--- src/common/bitexec_cfg.svh ---
`ifndef BITEXEC_CFG_SVH
`define BITEXEC_CFG_SVH

// status flag bit positions
`define FLAG_C 3'h0
`define FLAG_Z 3'h1
`define FLAG_N 3'h2
`define FLAG_V 3'h3
`define FLAG_S 3'h4
`define FLAG_H 3'h5
`define FLAG_T 3'h6
`define FLAG_I 3'h7
`define FLAGS_RESET 8'h00

// register map (byte addresses)
`define REG_OP_ADDR 12'h000
`define REG_OPERAND_ADDR 12'h004
`define REG_DATA_ADDR 12'h008
`define REG_FLAGS_ADDR 12'h00C
`define REG_PC_ADDR 12'h010
`define REG_IO_ADDR 12'h014
`define REG_STATUS_ADDR 12'h018
`define REG_GO_ADDR 12'h01C

// cycle counts
`define CYC_BRANCH_TAKEN 2'h2
`define CYC_IO_BIT 2'h2
`define CYC_SINGLE 2'h1

`endif

--- src/common/bitexec_pkg.sv ---
package bitexec_pkg;

  typedef enum logic [5:0] {
    op_nop,
    branch_same_or_higher,
    branch_unsigned_below,
    branch_on_negative,
    branch_on_positive,
    branch_signed_ge,
    branch_signed_less,
    branch_half_carry_on,
    branch_half_carry_off,
    branch_transfer_on,
    branch_irq_on,
    branch_irq_off,
    io_bit_set_op,
    io_bit_clear_op,
    shift_left_logical,
    shift_right_logical,
    rotate_left_via_carry,
    rotate_right_via_carry,
    shift_right_arith,
    nibble_exchange_op,
    status_bit_set_op,
    status_bit_clear_op,
    store_bit_to_transfer,
    load_bit_from_transfer,
    carry_flag_set_op,
    carry_flag_clear_op,
    negative_flag_set_op,
    negative_flag_clear_op,
    zero_flag_set_op,
    zero_flag_clear_op,
    global_irq_on_op
  } opcode_e;

  typedef enum {
    st_idle,
    st_exec,
    st_wait
  } exec_state_e;

  typedef struct packed {
    logic [7:0] result;
    logic [7:0] flags;
    logic [15:0] pc;
    logic io_write;
    logic io_bit_value;
    logic [1:0] cycles;
  } exec_out_s;

endpackage

--- src/core/bit_exec_core.sv ---
`timescale 1ns/1ps
`include "bitexec_cfg.svh"

module bit_exec_core (
  input wire logic sys_clk,
  input wire logic reset_n,
  input wire logic psel,
  input wire logic penable,
  input wire logic pwrite,
  input wire logic [11:0] paddr,
  input wire logic [31:0] pwdata,
  output logic [31:0] prdata,
  output logic pready,
  output logic pslverr
);

  // ----------------------------------------------------------------
  // state
  // ----------------------------------------------------------------
  typedef struct packed {
    bitexec_pkg::exec_state_e state;
    bitexec_pkg::opcode_e op;
    logic [7:0] offset_k;
    logic [2:0] bit_b;
    logic [5:0] io_addr;
    logic [7:0] data;
    logic [7:0] flags;
    logic [15:0] pc;
    logic [1:0] cycle_cnt;
    logic [1:0] last_cycles;
    logic busy;
    logic done;
    logic [31:0] prdata;
    logic pready;
    logic pslverr;
  } core_state_s;

  core_state_s cur_reg;
  core_state_s cur_next;

  // the io byte space is kept as its own array: a packed struct cannot hold memory
  logic [7:0] io_space [0:63];
  logic io_we;
  logic [7:0] io_wdata;

  logic [7:0] shift_result;
  logic [7:0] shift_flags;
  logic br_is_branch;
  logic br_taken;

  shift_unit u_shift (
    .op(cur_reg.op),
    .value(cur_reg.data),
    .flags_in(cur_reg.flags),
    .result(shift_result),
    .flags_out(shift_flags)
  );

  branch_unit u_branch (
    .op(cur_reg.op),
    .flags(cur_reg.flags),
    .is_branch(br_is_branch),
    .taken(br_taken)
  );

  // ----------------------------------------------------------------
  // helpers
  // ----------------------------------------------------------------
  function automatic logic [7:0] put_bit(input logic [7:0] v, input logic [2:0] idx,
                                         input logic b);
    logic [7:0] r;
    r = v;
    r[idx] = b;
    return r;
  endfunction

  // k is a signed 7-bit word offset, as in the branch encoding
  function automatic logic [15:0] branch_target(input logic [15:0] pc,
                                                input logic [7:0] k);
    logic [15:0] sk;
    sk = {{9{k[6]}}, k[6:0]};
    return 16'(pc + sk + 16'h0001);
  endfunction

  function automatic logic [2:0] flag_index(input bitexec_pkg::opcode_e op,
                                            input logic [2:0] s);
    logic [2:0] r;
    r = s;
    unique case (op)
      bitexec_pkg::carry_flag_set_op, bitexec_pkg::carry_flag_clear_op: r = `FLAG_C;
      bitexec_pkg::negative_flag_set_op, bitexec_pkg::negative_flag_clear_op: r = `FLAG_N;
      bitexec_pkg::zero_flag_set_op, bitexec_pkg::zero_flag_clear_op: r = `FLAG_Z;
      bitexec_pkg::global_irq_on_op: r = `FLAG_I;
      default: r = s;
    endcase
    return r;
  endfunction

  logic apb_acc;
  logic apb_wr;
  logic apb_rd;
  logic [7:0] io_val;

  // ----------------------------------------------------------------
  // next state
  // ----------------------------------------------------------------
  always_comb begin
    cur_next = cur_reg;
    apb_acc = psel && penable && !cur_reg.pready;
    apb_wr = apb_acc && pwrite;
    apb_rd = apb_acc && !pwrite;
    io_val = io_space[cur_reg.io_addr];
    io_we = 1'b0;
    io_wdata = pwdata[7:0];
    cur_next.pready = apb_acc;
    cur_next.pslverr = 1'b0;
    cur_next.done = cur_reg.done;
    if (apb_rd) begin
      unique case (paddr)
        `REG_OP_ADDR: cur_next.prdata = {26'h0, cur_reg.op};
        `REG_OPERAND_ADDR:
          cur_next.prdata = {15'h0, cur_reg.io_addr, cur_reg.bit_b, cur_reg.offset_k};
        `REG_DATA_ADDR: cur_next.prdata = {24'h0, cur_reg.data};
        `REG_FLAGS_ADDR: cur_next.prdata = {24'h0, cur_reg.flags};
        `REG_PC_ADDR: cur_next.prdata = {16'h0, cur_reg.pc};
        `REG_IO_ADDR: cur_next.prdata = {24'h0, io_val};
        `REG_STATUS_ADDR:
          cur_next.prdata = {28'h0, cur_reg.last_cycles, cur_reg.done, cur_reg.busy};
        `REG_GO_ADDR: cur_next.prdata = 32'h0;
        default: begin
          cur_next.prdata = 32'h0;
          cur_next.pslverr = 1'b1;
        end
      endcase
    end
    // writes other than the status done clear are accepted only while idle so state is never torn mid-instruction
    if (apb_wr) begin
      unique case (paddr)
        `REG_OP_ADDR:
          if (!cur_reg.busy) cur_next.op = bitexec_pkg::opcode_e'(pwdata[5:0]);
        `REG_OPERAND_ADDR:
          if (!cur_reg.busy) begin
            cur_next.offset_k = pwdata[7:0];
            cur_next.bit_b = pwdata[10:8];
            cur_next.io_addr = pwdata[16:11];
          end
        `REG_DATA_ADDR: if (!cur_reg.busy) cur_next.data = pwdata[7:0];
        `REG_FLAGS_ADDR: if (!cur_reg.busy) cur_next.flags = pwdata[7:0];
        `REG_PC_ADDR: if (!cur_reg.busy) cur_next.pc = pwdata[15:0];
        `REG_IO_ADDR:
          if (!cur_reg.busy) io_we = 1'b1;
        `REG_STATUS_ADDR: cur_next.done = 1'b0;
        `REG_GO_ADDR:
          if (!cur_reg.busy && pwdata[0]) begin
            cur_next.busy = 1'b1;
            cur_next.done = 1'b0;
            cur_next.state = bitexec_pkg::st_exec;
          end
        default: cur_next.pslverr = 1'b1;
      endcase
    end

    unique case (cur_reg.state)
      bitexec_pkg::st_idle: begin
        cur_next.cycle_cnt = 2'h0;
      end
      bitexec_pkg::st_exec: begin
        cur_next.last_cycles = `CYC_SINGLE;
        cur_next.state = bitexec_pkg::st_idle;
        if (br_is_branch) begin
          // a taken branch costs a second cycle, fall-through costs one
          cur_next.pc = 16'(cur_reg.pc + 16'h0001);
          if (br_taken) begin
            cur_next.pc = branch_target(cur_reg.pc, cur_reg.offset_k);
            cur_next.last_cycles = `CYC_BRANCH_TAKEN;
            cur_next.state = bitexec_pkg::st_wait;
          end
        end else begin
          cur_next.pc = 16'(cur_reg.pc + 16'h0001);
          unique case (cur_reg.op)
            bitexec_pkg::io_bit_set_op, bitexec_pkg::io_bit_clear_op: begin
              io_we = 1'b1;
              io_wdata = put_bit(io_val, cur_reg.bit_b,
                cur_reg.op == bitexec_pkg::io_bit_set_op);
              cur_next.last_cycles = `CYC_IO_BIT;
              cur_next.state = bitexec_pkg::st_wait;
            end
            bitexec_pkg::shift_left_logical, bitexec_pkg::shift_right_logical,
            bitexec_pkg::rotate_left_via_carry, bitexec_pkg::rotate_right_via_carry,
            bitexec_pkg::shift_right_arith: begin
              cur_next.data = shift_result;
              cur_next.flags = shift_flags;
            end
            bitexec_pkg::nibble_exchange_op:
              cur_next.data = {cur_reg.data[3:0], cur_reg.data[7:4]};
            bitexec_pkg::store_bit_to_transfer:
              cur_next.flags[`FLAG_T] = cur_reg.data[cur_reg.bit_b];
            bitexec_pkg::load_bit_from_transfer:
              cur_next.data = put_bit(cur_reg.data, cur_reg.bit_b,
                                      cur_reg.flags[`FLAG_T]);
            bitexec_pkg::status_bit_set_op, bitexec_pkg::carry_flag_set_op,
            bitexec_pkg::negative_flag_set_op, bitexec_pkg::zero_flag_set_op,
            bitexec_pkg::global_irq_on_op:
              cur_next.flags[flag_index(cur_reg.op, cur_reg.bit_b)] = 1'b1;
            bitexec_pkg::status_bit_clear_op, bitexec_pkg::carry_flag_clear_op,
            bitexec_pkg::negative_flag_clear_op, bitexec_pkg::zero_flag_clear_op:
              cur_next.flags[flag_index(cur_reg.op, cur_reg.bit_b)] = 1'b0;
            default: cur_next.last_cycles = `CYC_SINGLE;
          endcase
        end
        if (cur_next.state == bitexec_pkg::st_idle) begin
          cur_next.busy = 1'b0;
          cur_next.done = 1'b1;
        end
      end
      bitexec_pkg::st_wait: begin
        cur_next.state = bitexec_pkg::st_idle;
        cur_next.busy = 1'b0;
        cur_next.done = 1'b1;
      end
    endcase

    if (!reset_n) begin
      cur_next.state = bitexec_pkg::st_idle;
      cur_next.op = bitexec_pkg::op_nop;
      cur_next.offset_k = 8'h00;
      cur_next.bit_b = 3'h0;
      cur_next.io_addr = 6'h00;
      cur_next.data = 8'h00;
      cur_next.flags = `FLAGS_RESET;
      cur_next.pc = 16'h0000;
      io_we = 1'b0;
      cur_next.cycle_cnt = 2'h0;
      cur_next.last_cycles = 2'h0;
      cur_next.busy = 1'b0;
      cur_next.done = 1'b0;
      cur_next.prdata = 32'h0;
      cur_next.pready = 1'b0;
      cur_next.pslverr = 1'b0;
    end
  end

  // ----------------------------------------------------------------
  // registers
  // ----------------------------------------------------------------
  always_ff @(posedge sys_clk) begin
    cur_reg <= cur_next;
    if (!reset_n) begin
      for (int i = 0; i < 64; i++) begin
        io_space[i] <= 8'h00;
      end
    end else if (io_we) begin
      io_space[cur_reg.io_addr] <= io_wdata;
    end
  end

  always_comb begin
    prdata = cur_reg.prdata;
    pready = cur_reg.pready;
    pslverr = cur_reg.pslverr;
  end

endmodule

--- src/core/branch_unit.sv ---
`timescale 1ns/1ps
`include "bitexec_cfg.svh"

module branch_unit (
  input wire bitexec_pkg::opcode_e op,
  input wire logic [7:0] flags,
  output logic is_branch,
  output logic taken
);
  logic sign_lt;

  always_comb begin
    sign_lt = flags[`FLAG_N] ^ flags[`FLAG_V];
    is_branch = 1'b1;
    taken = 1'b0;
    unique case (op)
      bitexec_pkg::branch_same_or_higher: taken = ~flags[`FLAG_C];
      bitexec_pkg::branch_unsigned_below: taken = flags[`FLAG_C];
      bitexec_pkg::branch_on_negative: taken = flags[`FLAG_N];
      bitexec_pkg::branch_on_positive: taken = ~flags[`FLAG_N];
      bitexec_pkg::branch_signed_ge: taken = ~sign_lt;
      bitexec_pkg::branch_signed_less: taken = sign_lt;
      bitexec_pkg::branch_half_carry_on: taken = flags[`FLAG_H];
      bitexec_pkg::branch_half_carry_off: taken = ~flags[`FLAG_H];
      bitexec_pkg::branch_transfer_on: taken = flags[`FLAG_T];
      bitexec_pkg::branch_irq_on: taken = flags[`FLAG_I];
      bitexec_pkg::branch_irq_off: taken = ~flags[`FLAG_I];
      default: is_branch = 1'b0;
    endcase
  end
endmodule

--- src/core/shift_unit.sv ---
`timescale 1ns/1ps
`include "bitexec_cfg.svh"

module shift_unit (
  input wire bitexec_pkg::opcode_e op,
  input wire logic [7:0] value,
  input wire logic [7:0] flags_in,
  output logic [7:0] result,
  output logic [7:0] flags_out
);
  logic carry_out;
  logic n_bit;

  always_comb begin
    result = value;
    carry_out = flags_in[`FLAG_C];
    unique case (op)
      bitexec_pkg::shift_left_logical: begin
        result = {value[6:0], 1'b0};
        carry_out = value[7];
      end
      bitexec_pkg::shift_right_logical: begin
        result = {1'b0, value[7:1]};
        carry_out = value[0];
      end
      bitexec_pkg::rotate_left_via_carry: begin
        result = {value[6:0], flags_in[`FLAG_C]};
        carry_out = value[7];
      end
      bitexec_pkg::rotate_right_via_carry: begin
        result = {flags_in[`FLAG_C], value[7:1]};
        carry_out = value[0];
      end
      bitexec_pkg::shift_right_arith: begin
        result = {value[7], value[7:1]};
        carry_out = value[0];
      end
      default: begin
        result = value;
        carry_out = flags_in[`FLAG_C];
      end
    endcase
    n_bit = result[7];
    flags_out = flags_in;
    flags_out[`FLAG_C] = carry_out;
    flags_out[`FLAG_Z] = (result == 8'h00);
    flags_out[`FLAG_N] = n_bit;
    // overflow follows the shift convention: sign xor carry out
    flags_out[`FLAG_V] = n_bit ^ carry_out;
    flags_out[`FLAG_S] = n_bit ^ (n_bit ^ carry_out);
  end
endmodule

--- config.mk ---
export PLATFORM = sky130hd
export DESIGN_NAME = bit_exec_core
export DESIGN_NICKNAME = d
export VERILOG_FILES = /design/src/common/bitexec_pkg.sv /design/src/core/bit_exec_core.sv /design/src/core/branch_unit.sv /design/src/core/shift_unit.sv
export VERILOG_INCLUDE_DIRS = /design/src /design/src/common
export SDC_FILE = /design/constraint.sdc
export NUM_CORES = 1
export LEC_CHECK = 0
export BUFFER_PORTS_ARGS = -buffer_cell sky130_fd_sc_hd__buf_2
export CAP_MARGIN = 30
export CORE_MARGIN = 2
export CORE_UTILIZATION = 60
export CTS_CLUSTER_DIAMETER = 40
export DETAILED_ROUTE_END_ITERATION = 16
export GPL_TIMING_DRIVEN = 0
export HOLD_SLACK_MARGIN = 0.06
export PLACE_DENSITY = 0.77
export SETUP_SLACK_MARGIN = 0.02
export SKIP_LAST_GASP = 1
export SLEW_MARGIN = 10
export SYNTH_ARGS = -nofsm -noshare
export SYNTH_HDL_FRONTEND = slang
export SYNTH_HIERARCHICAL = 1
export SYNTH_SLANG_ARGS = --single-unit
--- constraint.sdc ---
create_clock -name sys_clk -period 8 [get_ports sys_clk]
set_input_delay 2.4 -clock sys_clk [delete_from_list [all_inputs] [get_ports sys_clk]]
set_output_delay 2.4 -clock sys_clk [all_outputs]
set_load 0.02 [all_outputs]
Yosys cells after proc, flatten, opt, wreduce, memory -nomap -nowiden
Memories as Yosys holds them, arrays and structs flattened. A register that Yosys moved wholly into a read port is not among the register bits.
Index checks and enable logic that the tools add are counted.

word-level totals
  flip-flop bits (word level) = 125
  bits in latches = 0
  memory bits (writable) = 512
  bits in read-only memories = 0
  bits of input ports = 49
  word-level logic and storage cells = 193
  memories kept = 1

operators by class
  add/sub/neg operators = 3
  multiply operators = 0
  div/mod/pow operators = 0
  magnitude comparators = 6
  equal/unequal tests = 41
  shifts and indexed selects = 0
  muxes and demuxes = 80
  bitwise operators = 12
  reduce and logical (&&, ||, !) cells = 35

memory list
  name      words  width  rd ports  clocked after Yosys merged registers in  write ports  line                 RTL
  io_space  64     8      1         1                                        64           bit_exec_core.sv:42  logic [7:0] io_space [0:63];

operators with widths
  cell                                                                     number
  32-bit 2-to-1 mux                                                        5
  17-bit one-hot mux with 7 select lines                                   1
  6-bit by 5-bit equality test with 1-bit output (second input constant)   15
  87-bit 2-to-1 mux                                                        1
  16-bit 2-to-1 mux                                                        5
  8-bit 2-to-1 mux                                                         8
  32-bit one-hot mux with 2 select lines                                   1
  12-bit by 5-bit equality test with 1-bit output (second input constant)  4
  6-bit by 4-bit equality test with 1-bit output (second input constant)   8
  8-bit one-hot mux with 5 select lines                                    1
  17-bit 2-to-1 mux                                                        2
  16-bit by 1-bit adder with 16-bit output (second input constant)         2
  32-bit by 1-bit equality test with 1-bit output (second input constant)  1
  32-bit by 2-bit equality test with 1-bit output (second input constant)  1
  32-bit logical NOT                                                       1
  6-bit 2-to-1 mux                                                         5
  12-bit by 4-bit equality test with 1-bit output (second input constant)  2
  6-bit by 3-bit equality test with 1-bit output (second input constant)   4
  8-bit one-hot mux with 3 select lines                                    1
  1-bit 2-to-1 mux                                                         22
  3-bit 2-to-1 mux                                                         6
  6-bit one-hot mux with 3 select lines                                    1
  16-bit adder                                                             1
  8-bit bitwise mux                                                        2
  other kinds (34)                                                         77

Longest topological paths before layout
  depth after elaboration = 15
  gate-level depth with buffers = 12

Hierarchy
Netlist, hierarchy kept.

by module, submodules not included
  module         instances  cells each  area an instance (um^2)
  bit_exec_core  1          2348        28737.6
  shift_unit     1          58          385.4
  branch_unit    1          23          157.7

Worst setup path after synthesis
OpenSTA, ideal clock, no wires.

  path type = input -> register
  start point = input port paddr[9]
  end point = memory io_space[16][0], enable pin
  arrival time = 4730 ps
  setup slack = 2886 ps
  stages on the path = 7
  path buffers = 1
  cells stage by stage = or4_1 nor4_1 a21oi_1 or2_1 clkbuf_1 or3_1 o21ai_0

RTL lines
  what                line                 RTL
  start: declaration  bit_exec_core.sv:10  input wire logic [11:0] paddr,
  end: declaration    bit_exec_core.sv:42

==> out/results.tsv <==
stage	metric	value	unit
placement	GPL Wtd Cong	0.983	
grt	largest net degree at the start of global routing	17	
critical_path	signal arrival time at the worst endpoint	5.98	ns
critical_path	kind of critical path	in2reg	
power	Total Power	7.41	mW
critical_path	most used cell along the critical path	nand2_1	
grt	GR Layer Usage met3	0.135	
outcome	run status	complete, no violations	
synthesis	Post-Synth XOR/XNOR Area	0.00688	
sta	f_max	175	MHz
critical_path	CP delay by family, top	simple AND/OR/NAND/NOR gates	
finish	FILL cells	3249	
critical_path	CP Max Fanout	9	
sta	worst rel slew slack	0.218	
sta	setup TNS	0	ns
synthesis	simple-gate share of the synthesized area	0.155	
grt	global route total overflow	0	
clocking	CTS HTree Levels	3	
critical_path	worst path cell trace	buf_2 -> or4_1 -> nor4_1 -> a21oi_1 -> or2_1 -> clkbuf_1 -> nor2_1 -> nand2_1 -> nand2_1	
placement	placed instance area	30700	µm²
route	DRT iter0 DRCs	3936	
sta	worst clock skew	0.0302	ns
synthesis	Post-Synthesis Cell Area	29300	µm²
finish	layout cell share with drive strength beyond 1	0.196	
grt	first-pass GRT wire length	142	mm
sta	hold slack	0.469	ns
die	# rows	80	
sta	Setup violations, final	0	
run	max cap viols	0	
die	Die H	225	µm
synthesis	mux contribution to synthesized area	0.140	
sta	crit share post-route	0.715	
power	Leak	11.4	nW
clocking	root cell of the clock tree	clkbuf_16	
synthesis	Async SR Flop Fraction	0	
finish	commonest non-fill, non-tap cell in the layout	nor2_1	
sta	max-slew violations	0	
sta	min cycle time layout	5.72	ns
die	IO Pins	83	
synthesis	Avg Cell Area, Syn	12.1	µm²
clocking	# resized after CTS	0	
synthesis	adder-cell area share of the yosys netlist	0.00880	
synthesis	Synth Area in Compound Gates	0.0697	
synthesis	Post-synth EDFFs	512	
grt	met1 usage	0.521	
route	DRC violations left	0	
clocking	worst skew pair latency	0.62	ns
clocking	number of CTS-inserted buffers	78	
finish	most frequent cells in the layout	607 x nor2_1, 512 x edfxtp_1, 274 x nand2_1	
grt	initial antenna violation count	6	
route	Via-to-Cell Ratio	6.99	
clocking	hold_buf cts	0	
placement	Post-DP HPWL	69.8	mm
synthesis	Synth Flop Type	edfxtp_1	
clocking	CTS tree	built	
synthesis	Syn. warnings	6	
die	placeable core area	47900	µm²
min_path	HP Class	reg2reg	
die	Die Area	50600	µm²
grt	gr busiest metal	met2	
synthesis	post-synthesis sequential area ratio	0.584	
sta	Final Hold Vio Count	0	
clocking	clock sinks	598	
power	Pwr Density	222	nW/µm²
route	via count	23053	
synthesis	largest family of logic cells by synthesized area	simple AND/OR/NAND/NOR gates	
sta	RSZ-0062 raised after global routing	no	
clocking	Post-CTS Setup Inserts	0	
synthesis	Yosys cell types	81	
power	peak supply drop	0.198	mV
critical_path	CP max-delay cell	nor2_1	
grt	GR met2 Demand/Resource	0.570	
finish	Layout area overhead	14.2	%
critical_path	required time of the critical path	8.26	ns
critical_path	crit start category	input pin	
route	DRT Pass-1 Iters	7	
clocking	Worst-path clk slew	0.06	ns
route	routed len/inst	29.8	µm
finish	Final Cell Area	33400	µm²
synthesis	Yosys reg bits	598	
clocking	clk buf depth	3	
critical_path	Max stage delay on crit path	0.77	ns
finish	Layout Nets	2687	
route	antenna viol nets, final	0	
critical_path	critical path endpoint category	flip-flop	
die	DIE WIDTH	225	µm
grt	vias in the first global route	21919	
finish	max reg flops	512	
grt	gr usage total	0.393	
synthesis	cell count after synthesis	2429	
critical_path	Buf/Inv on CP	2	
route	routed wire length	98.3	mm
placement	I/O Buffers	52	
die	Starting Density	0.611	
sta	slew at the pin closest to its max-slew limit	1.17	ns
[tightest hold or removal path, stage by stage, from the launching register on]
cell	delay [ns]
dfxtp_1	0.31
nand2_1	0.05
a21oi_1	0.05
[synthesized netlist by cell type (all sizes together), types with 8 or more instances]
cell / count / area share
inv: 19 / 0.0024
a221oi: 15 / 0.0045
edfxtp: 512 / 0.53
nor2: 608 / 0.078
nand2: 281 / 0.037
or2: 14 / 0.0030
nor4: 12 / 0.0030
a311oi: 13 / 0.0039
nand3b: 10 / 0.0026
nor3: 23 / 0.0043
xor2: 15 / 0.0045
o21a: 10 / 0.0026
nand3: 33 / 0.0056
clkbuf: 88 / 0.011
o211ai: 10 / 0.0026
ha: 19 / 0.0081
buf: 97 / 0.022
mux2: 19 / 0.0073
o22ai: 11 / 0.0024
a21o: 9 / 0.0023
a222oi: 12 / 0.0041
or3: 10 / 0.0021
o21ai: 71 / 0.012
and3: 8 / 0.0017
nand2b: 19 / 0.0041
a21oi: 90 / 0.016
dfxtp: 86 / 0.059
a22oi: 15 / 0.0038
xnor2: 8 / 0.0024
a31oi: 12 / 0.0026
mux4: 163 / 0.13
mux2i: 20 / 0.0068
[layer usage]
layer | vias to the layer above | routed length (µm) | part of all wire
met5 | - | 90 | 0.00092
met4 | 6 | 6130 | 0.062
met3 | 427 | 16300 | 0.17
met2 | 2128 | 43000 | 0.44
met1 | 11128 | 32800 | 0.33
li1 | 9364 | - | -
[power by group]
part	leakage (nW)	total (mW)	switching [mW]	internal (mW)
clock	1.28	3.58	1.44	2.15
combinational	4.40	0.300	0.212	0.0876
sequential	5.69	3.53	0.0377	3.49
[metrics by stage]
step	utilization	setup WS (ns)	cells
CTS	0.696	2.48	3290
floorplan	-	2.89	2443
global route	0.697	2.25	3295
finish	0.697	2.28	3300
global placement	0.633	1.50	3110
detailed placement	0.640	1.86	3148
[worst paths after layout]
kind                                   endpoint  cells past startpoint        start  slack (ns)
worst max-delay path            io_space[61][2]                      9     paddr[9]        2.28
worst min-delay path                cur_reg[81]                      2  cur_reg[81]        0.47
worst max register to register  io_space[61][2]                     12  cur_reg[90]        2.41
worst min register to register      cur_reg[81]                      2  cur_reg[81]        0.47
[logic make-up after synthesis]
family          Yosys count
simple gates           1068
flops                   598
compound gates          312
buf+inv                 205
mux                     202
xor+xnor                 23
fa+ha+maj                20
other cells               1
[cell type report]
type | count | area, µm² | area share
clock buffers | 94 | 2110 | 0.0630
well taps | 615 | 769 | 0.0230
flip-flops and latches | 598 | 17100 | 0.511
diodes | 5 | 12.5 | 0.000374
repair buffers | 95 | 639 | 0.0191
plain buffers | 185 | 972 | 0.0291
multi-input cells | 1640 | 11200 | 0.335
inverters | 20 | 75.1 | 0.00225
clock inverters | 48 | 546 | 0.0163
Note: power is estimated with default switching activity, not from simulation.
